===== src/shared/atps_pkg.sv =====
// Purpose: constants, register map and carrier types of the trigger program select block
// Assumes: 32-bit Avalon-MM slave, word aligned byte addresses
// Notes:   register offsets are placed at one word per select register
package atps_pkg;

    // register file shape
    localparam int          NUM_SEL      = 7;
    localparam int          ADDR_W       = 5;
    localparam int          DATA_W       = 32;
    localparam int          BE_W         = 4;
    localparam int          SRC_W        = 3;

    // byte addresses
    localparam logic [4:0]  SEL_BASE     = 5'h00;
    localparam logic [4:0]  STATUS_ADDR  = 5'h1c;
    localparam int          WORD_SHIFT   = 2;

    // select register fields
    localparam int          ENABLE_BIT   = 7;
    localparam int          PROG_LSB     = 0;
    localparam int          PROG_W       = 3;
    localparam logic [2:0]  PROG_MAX     = 3'h5;
    localparam logic [2:0]  PROG_RESET   = 3'h0;
    localparam logic        ENABLE_RESET = 1'h0;

    // conversion slots of one program, one per result register 0..3
    localparam int          SLOT_W       = 2;
    localparam logic [1:0]  SLOT_FIRST   = 2'h0;
    localparam logic [1:0]  SLOT_LAST    = 2'h3;

    // status register fields
    localparam int          ST_PEND_LSB  = 0;
    localparam int          ST_BUSY_BIT  = 8;
    localparam int          ST_SLOT_LSB  = 9;
    localparam int          ST_PROG_LSB  = 12;
    localparam int          ST_SRC_LSB   = 16;

    localparam logic [31:0] READ_ZERO    = 32'h0000_0000;

    typedef struct packed {
        logic       enable;
        logic [2:0] prog;
    } atps_sel_t;

    // bit i of the packed value is the trigger owned by select register i
    typedef struct packed {
        logic driver_b_start_pulse_0;
        logic driver_a_start_pulse_5;
        logic driver_a_start_pulse_4;
        logic driver_a_start_pulse_3;
        logic driver_a_start_pulse_2;
        logic driver_a_start_pulse_1;
        logic driver_a_start_pulse_0;
    } atps_trig_t;

    typedef struct packed {
        logic       valid;
        logic [2:0] prog;
        logic [2:0] source;
    } atps_launch_t;

    typedef enum logic [1:0] {
        ATPS_IDLE = 2'b01,
        ATPS_SLOT = 2'b10
    } atps_state_t;

endpackage


===== src/design/atps_channel.sv =====
// Purpose: one select register with its trigger gate and pending flag
// Assumes: start pulse comes from logic on clk, one cycle wide
// Notes:   reserved program codes are stored but refuse new triggers; a trigger already waiting launches the code held at grant
`timescale 1ns/1ps
`default_nettype none
module atps_channel
    import atps_pkg::*;
(
    input  wire logic      clk,
    input  wire logic      rst_n,
    input  wire logic      wr_en,
    input  wire logic [7:0] wr_data,
    input  wire logic      start_pulse,
    input  wire logic      grant,
    output var  atps_sel_t sel,
    output var  logic      pending
);

    logic prog_legal;
    logic accept;

    assign prog_legal = (sel.prog <= PROG_MAX);
    assign accept     = start_pulse & sel.enable & prog_legal;

    // only bit 7 and bits 2..0 hold state; bits 6..3 drop on write
    always_ff @(posedge clk or negedge rst_n) begin
        if (!rst_n) begin
            sel.enable  <= ENABLE_RESET;
            sel.prog    <= PROG_RESET;
        end else if (wr_en) begin
            sel.enable  <= wr_data[ENABLE_BIT];
            sel.prog    <= wr_data[PROG_LSB +: PROG_W];
        end
    end

    // a trigger in the grant cycle is kept; disabling drops a waiting one
    always_ff @(posedge clk or negedge rst_n) begin
        if (!rst_n) begin
            pending <= 1'b0;
        end else begin
            pending <= accept | (pending & ~grant & sel.enable);
        end
    end

endmodule
`default_nettype wire


===== src/design/atps_top.sv =====
// Purpose: trigger program select registers and launch sequencing for the converter
// Assumes: start pulses and converter strobes are synchronous to clk
// Notes:   one program runs at a time; waiting triggers are served lowest index first
//
// Overview of operation
// - bit 7 enables its trigger; disabled triggers never start a conversion
// - bits 2..0 choose the program that the enabled trigger launches
// - registers 0, 1, 2 own driver a triggers 0, 1, 2
// - register 3 owns driver a trigger 3 only
// - register 4 owns driver a trigger 4 only
// - register 5 owns driver a trigger 5 only
// - register 6 owns driver b trigger 0 only
// - codes 000..101 mean programs 0..5; 110 and 111 are reserved
// - only programs 0 to 5 accept a trigger; a waiting trigger launches whatever code its register holds at grant
// - a program converts up to four slots into result registers 0..3
`timescale 1ns/1ps
`default_nettype none
module atps_top
    import atps_pkg::*;
(
    input  wire logic              clk,
    input  wire logic              rst_n,
    // avalon-mm slave
    input  wire logic [ADDR_W-1:0] avs_address,
    input  wire logic              avs_read,
    input  wire logic              avs_write,
    input  wire logic [DATA_W-1:0] avs_writedata,
    input  wire logic [BE_W-1:0]   avs_byteenable,
    output var  logic [DATA_W-1:0] avs_readdata,
    output var  logic              avs_waitrequest,
    // trigger inputs from the motor drivers
    input  wire atps_trig_t        start_pulses,
    // converter side
    input  wire logic              conv_slot_done,
    input  wire logic              conv_last_slot,
    output var  atps_launch_t      launch,
    output var  logic              slot_start,
    output var  logic [SLOT_W-1:0] conv_slot,
    output var  logic              result_write,
    output var  logic [SLOT_W-1:0] result_index,
    output var  logic              busy
);

    logic [NUM_SEL-1:0] trig_vec;
    logic [NUM_SEL-1:0] pend;
    logic [NUM_SEL-1:0] grant;
    logic [NUM_SEL-1:0] sel_wr;
    atps_sel_t          sel [NUM_SEL];
    atps_state_t        state;
    atps_state_t        next_state;
    logic [SRC_W-1:0]   grant_idx;
    logic               any_pend;
    logic               req;
    logic               bus_go;
    logic               sel_hit;
    logic [SRC_W-1:0]   word_idx;
    logic [DATA_W-1:0]  next_readdata;
    logic               slot_end;

    // bit i of the vector belongs to select register i
    assign trig_vec = start_pulses;

    // ---------------------------------------------------------------
    // avalon-mm slave
    // ---------------------------------------------------------------
    // waitrequest drops for exactly one cycle per request; the access
    // takes effect at that edge, so every transfer costs two cycles
    assign req      = avs_read | avs_write;
    assign bus_go   = req & ~avs_waitrequest;
    assign word_idx = avs_address[WORD_SHIFT +: SRC_W];
    assign sel_hit  = (avs_address[WORD_SHIFT-1:0] == SEL_BASE[WORD_SHIFT-1:0])
                      && (int'(word_idx) < NUM_SEL);

    always_ff @(posedge clk or negedge rst_n) begin
        if (!rst_n) begin
            avs_waitrequest <= 1'b1;
        end else begin
            avs_waitrequest <= ~(req & avs_waitrequest);
        end
    end

    // unmapped and misaligned addresses read zero
    always_comb begin
        next_readdata = READ_ZERO;
        if (sel_hit) begin
            next_readdata[ENABLE_BIT]            = sel[word_idx].enable;
            next_readdata[PROG_LSB +: PROG_W]    = sel[word_idx].prog;
        end else if (avs_address == STATUS_ADDR) begin
            next_readdata[ST_PEND_LSB +: NUM_SEL] = pend;
            next_readdata[ST_BUSY_BIT]            = busy;
            next_readdata[ST_SLOT_LSB +: SLOT_W]  = conv_slot;
            next_readdata[ST_PROG_LSB +: PROG_W]  = launch.prog;
            next_readdata[ST_SRC_LSB +: SRC_W]    = launch.source;
        end
    end

    // data is loaded as waitrequest falls and held until the next answer
    always_ff @(posedge clk or negedge rst_n) begin
        if (!rst_n) begin
            avs_readdata <= READ_ZERO;
        end else if (avs_read & avs_waitrequest) begin
            avs_readdata <= next_readdata;
        end
    end

    // ---------------------------------------------------------------
    // select registers, one per trigger
    // ---------------------------------------------------------------
    genvar gi;
    generate
        for (gi = 0; gi < NUM_SEL; gi++) begin : g_sel
            // only byte lane 0 carries live bits
            assign sel_wr[gi] = bus_go & avs_write & sel_hit & avs_byteenable[0]
                                & (int'(word_idx) == gi);

            atps_channel u_chan (
                .clk         (clk),
                .rst_n       (rst_n),
                .wr_en       (sel_wr[gi]),
                .wr_data     (avs_writedata[7:0]),
                .start_pulse (trig_vec[gi]),
                .grant       (grant[gi]),
                .sel         (sel[gi]),
                .pending     (pend[gi])
            );
        end
    endgenerate

    // ---------------------------------------------------------------
    // arbitration
    // ---------------------------------------------------------------
    // fixed priority keeps the logic small; a busy trigger 0 can starve
    // higher numbers only if it fires faster than a program completes
    function automatic logic [SRC_W-1:0] lowest_set(input logic [NUM_SEL-1:0] v);
        logic [SRC_W-1:0] idx;
        idx = '0;
        for (int i = NUM_SEL - 1; i >= 0; i--) begin
            if (v[i]) begin
                idx = SRC_W'(i);
            end
        end
        return idx;
    endfunction

    assign any_pend  = |pend;
    assign grant_idx = lowest_set(pend);

    always_comb begin
        grant = '0;
        if ((state == ATPS_IDLE) && any_pend) begin
            grant[grant_idx] = 1'b1;
        end
    end

    // ---------------------------------------------------------------
    // program sequencing
    // ---------------------------------------------------------------
    // a program may end early when the converter flags its last slot
    assign slot_end = conv_last_slot | (conv_slot == SLOT_LAST);

    always_comb begin
        next_state = state;
        unique case (state)
            ATPS_IDLE: begin
                if (any_pend) begin
                    next_state = ATPS_SLOT;
                end
            end
            ATPS_SLOT: begin
                if (conv_slot_done && slot_end) begin
                    next_state = ATPS_IDLE;
                end
            end
            default: begin
                next_state = ATPS_IDLE;
            end
        endcase
    end

    always_ff @(posedge clk or negedge rst_n) begin
        if (!rst_n) begin
            state <= ATPS_IDLE;
        end else begin
            state <= next_state;
        end
    end

    // launch descriptor; valid is a one-cycle pulse, fields stay for status
    always_ff @(posedge clk or negedge rst_n) begin
        if (!rst_n) begin
            launch <= '0;
        end else if (grant != '0) begin
            launch.valid   <= 1'b1;
            launch.prog    <= sel[grant_idx].prog;
            launch.source  <= grant_idx;
        end else begin
            launch.valid   <= 1'b0;
        end
    end

    always_ff @(posedge clk or negedge rst_n) begin
        if (!rst_n) begin
            busy <= 1'b0;
        end else begin
            busy <= (next_state == ATPS_SLOT);
        end
    end

    // slot counter: result register index of the slot in conversion
    always_ff @(posedge clk or negedge rst_n) begin
        if (!rst_n) begin
            conv_slot <= SLOT_FIRST;
        end else if (grant != '0) begin
            conv_slot <= SLOT_FIRST;
        end else if ((state == ATPS_SLOT) && conv_slot_done && !slot_end) begin
            conv_slot <= conv_slot + 2'h1;
        end
    end

    always_ff @(posedge clk or negedge rst_n) begin
        if (!rst_n) begin
            slot_start <= 1'b0;
        end else begin
            slot_start <= (grant != '0)
                          | ((state == ATPS_SLOT) & conv_slot_done & ~slot_end);
        end
    end

    // result strobe names the result register 0..3 of the finished slot
    always_ff @(posedge clk or negedge rst_n) begin
        if (!rst_n) begin
            result_write <= 1'b0;
            result_index <= SLOT_FIRST;
        end else begin
            result_write <= (state == ATPS_SLOT) & conv_slot_done;
            if ((state == ATPS_SLOT) && conv_slot_done) begin
                result_index <= conv_slot;
            end
        end
    end

endmodule
`default_nettype wire


===== config.mk =====
export PLATFORM = sky130hd
export DESIGN_NAME = atps_top
export DESIGN_NICKNAME = d
export VERILOG_FILES = /design/src/shared/atps_pkg.sv /design/src/design/atps_channel.sv /design/src/design/atps_top.sv
export SDC_FILE = /design/constraint.sdc
export NUM_CORES = 1
export LEC_CHECK = 0
export BUFFER_PORTS_ARGS = -buffer_cell sky130_fd_sc_hd__buf_2
export CORE_ASPECT_RATIO = 1.4
export CORE_MARGIN = 2
export CORE_UTILIZATION = 35
export DETAILED_ROUTE_END_ITERATION = 7
export GPL_TIMING_DRIVEN = 1
export SETUP_SLACK_MARGIN = 0.2
export SYNTH_ARGS = -nofsm -noshare
export SYNTH_HDL_FRONTEND = slang
export SYNTH_HIERARCHICAL = 1
export SYNTH_SLANG_ARGS = --single-unit

===== constraint.sdc =====
create_clock -name clk -period 2.24 [get_ports clk]
set_input_delay 0.112 -clock clk [delete_from_list [all_inputs] [get_ports clk]]
set_output_delay 0.112 -clock clk [all_outputs]
set_load 0.05 [all_outputs]

==> results of run 1 <==
routing by layer:
layer,track usage,part of all wire,vias up
met5,0,0,-
met4,0.0938,0.036,0
met3,0.0365,0.040,17
met2,0.285,0.53,76
met1,0.174,0.39,1261
li1,-,-,1185
cells in the mapped netlist, types with 2 or more instances:
master / n / area (µm²)
dfrtp_1: 67 / 1680
mux2_2: 30 / 338
nor2_1: 21 / 78.8
nand2_1: 19 / 71.3
a22o_1: 16 / 140
buf_4: 15 / 113
nor2b_1: 14 / 87.6
a21oi_1: 11 / 55.1
o21ai_0: 10 / 50.1
nor3_1: 9 / 45.0
mux2i_1: 8 / 80.1
a32o_1: 7 / 70.1
clkbuf_1: 6 / 22.5
inv_1: 5 / 18.8
mux4_2: 4 / 90.1
o211ai_1: 4 / 30.0
a222oi_1: 3 / 30.0
a22oi_1: 3 / 22.5
and2_1: 3 / 18.8
ha_1: 3 / 37.5
o22ai_1: 3 / 18.8
buf_2: 2 / 10.0
dfstp_2: 2 / 52.6
nand2b_1: 2 / 12.5
nand4_1: 2 / 12.5
o21bai_1: 2 / 15.0
or3_1: 2 / 12.5
per-stage QoR:
stage | power [µW] | hold WS, ns | worst slack, ns | utilization
floorplan | 2450 | -0.184 | 0.343 | -
detailed placement | 2770 | 0.0690 | 0.326 | 0.400
global route | 4350 | 0.0417 | 0.208 | 0.435
finish | 4150 | 0.0353 | 0.314 | 0.435
global placement | 2740 | 0.0753 | 0.318 | 0.400
CTS | 4190 | 0.0264 | 0.313 | 0.435
registers in the layout (all words and copies together), names as in the netlist:
signal                cells
busy                      1
avs_readdata             17
conv_slot                 2
g_sel.u_chan/pending      7
result_write              1
g_sel.u_chan/sel         28
state                     2
avs_waitrequest           1
result_index              2
slot_start                1
launch                    7
critical path: stages (launching register included):
cell and delay [ns]:
dfrtp_1 0.47, or4_4 0.50, or3b_1 0.47, nor2_1 0.12, nor2b_1 0.05, a32o_1 0.19
worst paths after layout:
check	from	end	slack, ns	cells past startpoint
setup / recovery	g_sel[3].u_chan/pending	g_sel[4].u_chan/pending	0.31	5
hold / removal	start_pulses[3]	g_sel[3].u_chan/pending	0.04	2
setup reg to reg	g_sel[3].u_chan/pending	g_sel[4].u_chan/pending	0.31	5
hold reg to reg	avs_readdata[7]	avs_readdata[7]	0.49	2
max in group asynchronous	rst_n	state[0]	1.27	3
min in group asynchronous	rst_n	avs_readdata[3]	0.25	2
cells by family after synthesis:
logic type                 count (synthesis)  synth area share
AOI/OAI and AO/OA                         61             0.132
xor gates and xnor gates                   1           0.00260
adders and majority gates                  3            0.0112
buffers and inverters                     30            0.0539
DFF                                       69             0.514
muxes                                     42             0.151
other                                      1           0.00111
and+or+nand+nor                           85             0.134
final cells by class:
class	count	area, µm²	area share
Sequential cell	69	1730	0.423
Tap cell	110	138	0.0336
Clock buffer	10	239	0.0584
Inverter	6	25.0	0.00612
Clock inverter	6	62.6	0.0153
Timing Repair Buffer	69	390	0.0954
Multi-Input combinational cell	207	1510	0.368
power by group:
part	switching (µW)	leakage, µW	total [µW]	internal, µW
clock	515	0.000140	1400	886
sequential	149	0.000932	1580	1430
combinational	819	0.000944	1170	353
==> flow_summary.ini, run 1 <==
[grt]
grt_max_degree = 28
gr-total-overflow = 0
grt_antenna_before_repair = 0
grt.total_usage = 0.162
grt_pass1_wl_um = 12900
grt_pass1_vias = 2528

[logic_synthesis]
synth_cells = 292
synth_area_mm2 = 0.00336
synth-async-reset-ratio = 1.00
ys_types = 46
synth-edff-count = 0
synth_seq_area_share = 0.514
avgSynthCellArea_um2 = 11.5
synth_flop_cell = dfrtp_1
synth_seq_cells = 69
yosysWarnings = 6

[die]
die_y_um = 120
start_util = 0.358
chipWidth_um = 86.9
die_area_mm2 = 0.0104
core-area_mm2 = 0.00941
fp-row-count = 42
io-pin-count = 101

[setup_path]
critPathKind = flip-flop to flip-flop
startpoint_type = flip-flop
crit_fanout = 8
crit_required_ns = 2.45
cp-end-kind = flip-flop
worstPathArrival_ns = 2.14

[finish]
layout_common_cells = 67 x dfrtp_1, 54 x buf_2, 30 x mux2_2
areaGrowthSynthToFinish_pct = 21.6
nFillCells = 917
layout.nets = 419
design_area_mm2 = 0.00409
layout_commonest_cell = dfrtp_1
final_cells = 477
num_antenna_cells = 0
final_layout_size_suffix_gt1_frac = 0.338

[detailed_routing]
drtIter0Drc = 76
routed_wirelength_um = 8140
wl_per_cell_um = 17.1
route.detailed.drc = 0
viasPerCell = 5.32
vias = 2539
dr.pass1.iters = 4
drtAntennaViolNets = 0

[placement]
routabilityCongestion = 0.804
placed_cells = 458
dpl-instance-area_mm2 = 0.00376
io_buffers = 54
hpwl_um = 6260

[sta]
period_share = 0.860
final.setup_skew_ns = 0.00514
fin_crit_ns = 1.93
fmax_mhz = 519
setup_viol = 0
finalHoldViolCount = 0
fin_setup_tns_ns = 0
rsz0062_at_grt = no
final_max_slew_viol_count = 0
worst_pin_slew_ns = 0.573
slew_headroom = 0.615

[clocking]
path_clk_slew_ns = 0.05
cts_max_level = 3
clk_latency_ns = 0.33
clockBufferDepth = 2
numCtsBuffers = 9
clockRootBuffer = clkbuf_16
clock-sinks = 69
cts_tree = yes
hold_buffers = 3
cts_setup_buffers = 0
cts_resized = 0

[power_and_ir_drop]
irDropWorstVdd_v = 0.000438
cellPowerDensity_mw_per_mm2 = 1010
cellLeakagePower_uw = 0.00202

[min_path]
hold_class = input pin to flip-flop

[run]
drv_cap = 0

[outcome]
status = finished, final reports clean
No activity file was read; power rests on OpenSTA's default activity.
==> run 2: changes to the inputs <==
--- a/config.mk
+++ b/config.mk
@@ -11,6 +11,7 @@
 export CORE_UTILIZATION = 35
 export DETAILED_ROUTE_END_ITERATION = 7
 export GPL_TIMING_DRIVEN = 1
+export RECOVER_POWER = 25
 export SETUP_SLACK_MARGIN = 0.2
 export SYNTH_ARGS = -nofsm -noshare
 export SYNTH_HDL_FRONTEND = slang
==> run 2 against run 1 <==
Compared with the run above: clock power about the same; register-to-register slack hardly changed; first-iteration DRC count unchanged; non-clock buffer count unchanged; combinational power is essentially flat; cell area down 0.28%; setup slack is the same; critical path depth unchanged; global-route usage did not move; cell count did not move; hold slack stayed put; critical endpoint unchanged; largest power group unchanged; highest routed layer unchanged.
==> flow_summary.ini, run 2 (same netlist as run 1, synthesis figures left out) <==
[outcome]
status = finished, final reports clean

[grt]
grt_antenna_before_repair = 0
grt_pass1_wl_um = 12900
gr-total-overflow = 0
grt_pass1_vias = 2528
grt_max_degree = 28
grt.total_usage = 0.162

[sta]
fmax_mhz = 519
final.setup_skew_ns = 0.00514
finalHoldViolCount = 0
slew_headroom = 0.336
period_share = 0.860
holdWs_ns = 0.0353
fin_crit_ns = 1.93
worst_pin_slew_ns = 0.996
final_max_slew_viol_count = 0
fin_setup_tns_ns = 0
rsz0062_at_grt = no
setup_viol = 0
fin_ws_ns = 0.314

[placement]
hpwl_um = 6260
io_buffers = 54
routabilityCongestion = 0.804
placed_cells = 458
post-place-ws_ns = 0.326

[clocking]
cts_max_level = 3
clock-sinks = 69
path_clk_slew_ns = 0.05
cts_tree = yes
clockBufferDepth = 2
cts_setup_buffers = 0
clk_latency_ns = 0.33
numCtsBuffers = 9
clockRootBuffer = clkbuf_16

[finish]
num_antenna_cells = 0
final_layout_size_suffix_gt1_frac = 0.319
areaGrowthSynthToFinish_pct = 21.2
nFillCells = 924
layout.nets = 419
largest_reg_flops = 28
layout_commonest_cell = dfrtp_1
top_register = g_sel.u_chan/sel
final_cells = 477
layout_common_cells = 67 x dfrtp_1, 47 x buf_2, 30 x mux2_2
top_regs = g_sel.u_chan/sel: 28 flops, avs_readdata: 17 flops

[run]
drv_cap = 0

[die]
die_area_mm2 = 0.0104
start_util = 0.358
die_y_um = 120
chipWidth_um = 86.9
fp-row-count = 42
core-area_mm2 = 0.00941
io-pin-count = 101

[setup_path]
slowest_stage = or4_4
cp-end-kind = flip-flop
startpoint_type = flip-flop
path_buf_inv = 0
worstPathArrival_ns = 2.14
cp_top_family = simple AND/OR/NAND/NOR gates
critPathKind = flip-flop to flip-flop
crit_required_ns = 2.45
path_cells = or4_4 > or3b_1 > nor2_1 > nor2b_1 > a32o_1
crit_fanout = 8
critPathMaxStageDelay_ns = 0.50

[min_path]
hold_class = input pin to flip-flop

[detailed_routing]
dr.pass1.iters = 4
drtIter0Drc = 76
drtAntennaViolNets = 0
routed_wirelength_um = 8150
wl_per_cell_um = 17.1
route.detailed.drc = 0
vias = 2538
viasPerCell = 5.32

[power_and_ir_drop]
cellLeakagePower_uw = 0.00199
cellPowerDensity_mw_per_mm2 = 1020
irDropWorstVdd_v = 0.000438
run 2: cell types whose count changed in the layout (fill, tap and decap cells not counted), sizes merged:
cell	before	now
clkbuf	10	18
buf	66	58
run 2: where the power goes:
group	switching (µW)	total, µW	internal, µW
clock	515	1400	886
sequential	150	1580	1430
combinational	819	1160	344
total	1480	4140	2660
run 2: cell type report:
cell class                      count  area [µm²]  area share
Inverter                            6        25.0     0.00613
Clock buffer                       10         239      0.0586
Clock inverter                      6        62.6      0.0153
Sequential cell                    69        1730       0.424
Tap cell                          110         138      0.0337
Multi-Input combinational cell    207        1510       0.369
Timing Repair Buffer               69         379      0.0929
run 2: worst register-to-register path, stage by stage, from the launching register on:
cell and delay, ns:
dfrtp_1 0.47, or4_4 0.50, or3b_1 0.47, nor2_1 0.12, nor2b_1 0.05, a32o_1 0.19
run 2: per-layer routing:
| layer | vias up | part of all wire | routed length [µm] | GRT usage |
|---|---|---|---|---|
| met3 | 17 | 0.041 | 330 | 0.0365 |
| met2 | 76 | 0.53 | 4330 | 0.285 |
| met5 | - | 0 | 0 | 0 |
| met1 | 1260 | 0.39 | 3200 | 0.174 |
| met4 | 0 | 0.035 | 289 | 0.0938 |
| li1 | 1185 | - | - | - |
run 2: worst paths after layout:
path / from / to / slack (ns) / cells after the start
worst max-delay path: g_sel[3].u_chan/pending / g_sel[4].u_chan/pending / 0.31 / 5
worst min-delay path: start_pulses[3] / g_sel[3].u_chan/pending / 0.04 / 2
worst max register to register: g_sel[3].u_chan/pending / g_sel[4].u_chan/pending / 0.31 / 5
worst min register to register: avs_readdata[7] / avs_readdata[7] / 0.49 / 2
max in group asynchronous: rst_n / g_sel[4].u_chan/pending / 0.61 / 3
min in group asynchronous: rst_n / avs_readdata[3] / 0.47 / 2
run 2: what timing repair did:
item                       in CTS  in global routing
setup endpoints to repair       0                  0
hold endpoints to repair       17                  0
hold buffers                    3                  0
gates resized for setup         0                  0
run 2: per-stage QoR:
step	cell area [µm²]	utilization	total power [µW]
floorplan	3420	-	2450
global placement	3760	0.400	2740
detailed placement	3760	0.400	2770
CTS	4090	0.435	4190
global route	4080	0.434	4340
finish	4080	0.434	4140
==> run 3: changes to the inputs <==
--- a/config.mk
+++ b/config.mk
@@ -6,11 +6,14 @@
 export NUM_CORES = 1
 export LEC_CHECK = 0
 export BUFFER_PORTS_ARGS = -buffer_cell sky130_fd_sc_hd__buf_2
+export CELL_PAD_IN_SITES_DETAIL_PLACEMENT = 0
+export CELL_PAD_IN_SITES_GLOBAL_PLACEMENT = 2
 export CORE_ASPECT_RATIO = 1.4
 export CORE_MARGIN = 2
-export CORE_UTILIZATION = 35
+export CORE_UTILIZATION = 32
 export DETAILED_ROUTE_END_ITERATION = 7
 export GPL_TIMING_DRIVEN = 1
+export PLACE_DENSITY_LB_ADDON = 0.1
 export RECOVER_POWER = 25
 export SETUP_SLACK_MARGIN = 0.2
 export SYNTH_ARGS = -nofsm -noshare
==> run 3 against run 2 <==
Compared with the run above: flip-flop and latch count stayed put; critical path type unchanged; sequential share of layout area is 0.62 points lower; cell area is 1.5% higher; hold slack worse by 0.0043 ns; cell count is 6.5% higher; largest power group unchanged.
==> flow_summary.ini, run 3 (same netlist as run 1, synthesis figures left out) <==
[finish]
final_layout_size_suffix_gt1_frac = 0.341
layout_commonest_cell = dfrtp_1
top_regs = g_sel.u_chan/sel: 28 flops, avs_readdata: 17 flops
areaGrowthSynthToFinish_pct = 23.0
final_cells = 508
num_antenna_cells = 0
largest_reg_flops = 28
layout_common_cells = 67 x dfrtp_1, 54 x buf_2, 30 x mux2_2
layout.nets = 422
top_register = g_sel.u_chan/sel

[setup_path]
startpoint = g_sel[3].u_chan/pending
path_buf_inv = 0
startpoint_type = flip-flop
critPathKind = flip-flop to flip-flop
crit_cells = 5
critPathMaxStageDelay_ns = 0.50
cp_top_family = simple AND/OR/NAND/NOR gates
crit_required_ns = 2.47
path_cells = or4_4 > or3b_1 > nor2_1 > nor2b_1 > a32o_1
slowest_stage = or4_4
rrSetupSlack_ns = 0.28
crit_fanout = 8
r2r_cells = 5
r2r_start = g_sel[3].u_chan/pending
reg2reg_to = g_sel[4].u_chan/pending
crit_end = g_sel[4].u_chan/pending
cp-end-kind = flip-flop
worstPathArrival_ns = 2.18

[run]
drv_cap = 0

[die]
die_y_um = 125
chipWidth_um = 90.7
die_area_mm2 = 0.0114
start_util = 0.327
fp-row-count = 44
core-area_mm2 = 0.0103
io-pin-count = 101

[sta]
slew_headroom = 0.357
period_share = 0.874
worst_pin_slew_ns = 0.965
fin_setup_tns_ns = 0
fmax_mhz = 511
final.setup_skew_ns = 0.00656
final_max_slew_viol_count = 0
rsz0062_at_grt = no
setup_viol = 0
holdWs_ns = 0.0311
finalHoldViolCount = 0
fin_crit_ns = 1.96

[clocking]
cts_setup_buffers = 0
cts_max_level = 3
path_clk_slew_ns = 0.06
clk_latency_ns = 0.34
cts_tree = yes
clock-sinks = 69
numCtsBuffers = 9
clockRootBuffer = clkbuf_16
clockBufferDepth = 2
cts_resized = 0

[grt]
grt_antenna_before_repair = 0
grt_pass1_wl_um = 14100
grt_max_degree = 70
grt.total_usage = 0.163
grt_pass1_vias = 2532
gr-total-overflow = 0

[detailed_routing]
top_layer = met4
vias = 2526
routed_wirelength_um = 8810
wl_met3_um = 283
route.detailed.drc = 0
wl_per_cell_um = 17.3
met2_length_um = 4750
viasPerCell = 4.97
wl_met1_um = 3570
dr.pass1.iters = 4
drtIter0Drc = 75
drtAntennaViolNets = 0

[placement]
placed_cells = 489
hpwl_um = 6530
io_buffers = 54
routabilityCongestion = 0.759

[min_path]
hold_class = input pin to flip-flop
holdPathStages = 2

[power_and_ir_drop]
cellLeakagePower_uw = 0.00204
cellPowerDensity_mw_per_mm2 = 1000
irDropWorstVdd_v = 0.000414

[outcome]
status = finished, final reports clean
-- run 3: cell types whose count changed in the layout (fill, tap and decap cells not counted), moves of 2 or more --
cell / before / now
clkinv_2: 2 / 4
clkinvlp_4: 3 / 0
buf_2: 47 / 54
buf_4: 11 / 14
clkbuf_1: 7 / 1
-- run 3: what timing repair did --
item / 4_1_cts / 5_1_grt
endpoints found under the hold margin: 68 / 0
hold buffers: 3 / 0
setup endpoints to repair: 0 / 0
-- run 3: final cells by class --
class	instances	area, µm²
Clock buffer	11	243
Timing Repair Buffer	72	413
Inverter	6	25.0
Multi-Input combinational cell	207	1510
Fill cell	1060	6160
Clock inverter	5	50.0
Sequential cell	69	1730
Tap cell	138	173
-- run 3: how the worst min path moves through the flow --
stage	end	slack, ns	startpoint
finish	g_sel[4].u_chan/pending	0.03	start_pulses[4]
global route	g_sel[4].u_chan/pending	0.04	start_pulses[4]
global placement	avs_readdata[6]	0.17	rst_n
CTS	g_sel[4].u_chan/pending	0.02	start_pulses[4]
floorplan	avs_readdata[0]	-0.18	rst_n
detailed placement	avs_readdata[17]	0.17	rst_n
-- run 3: per-stage QoR --
step | setup WS, ns | utilization | area (µm²) | power, µW
2_1_floorplan | 0.343 | - | 3420 | 2450
6_report | 0.282 | 0.402 | 4140 | 4150
3_3_place_gp | 0.273 | 0.372 | 3830 | 2790
3_5_place_dp | 0.264 | 0.372 | 3830 | 2790
4_1_cts | 0.252 | 0.403 | 4150 | 4220
5_1_grt | 0.211 | 0.402 | 4140 | 4400
-- run 3: power by group --
group | total [µW] | internal, µW | switching, µW | leakage [µW]
Sequential | 1570 | 1430 | 147 | 0.000932
Combinational | 1180 | 367 | 814 | 0.000959
Clock | 1400 | 883 | 512 | 0.000149
-- run 3: layer usage --
| layer | up-vias | global-route usage |
|---|---|---|
| li1 | 1192 | - |
| met1 | 1268 | 0.194 |
| met2 | 54 | 0.284 |
| met3 | 12 | 0.0289 |
| met4 | 0 | 0.0742 |
| met5 | - | 0 |
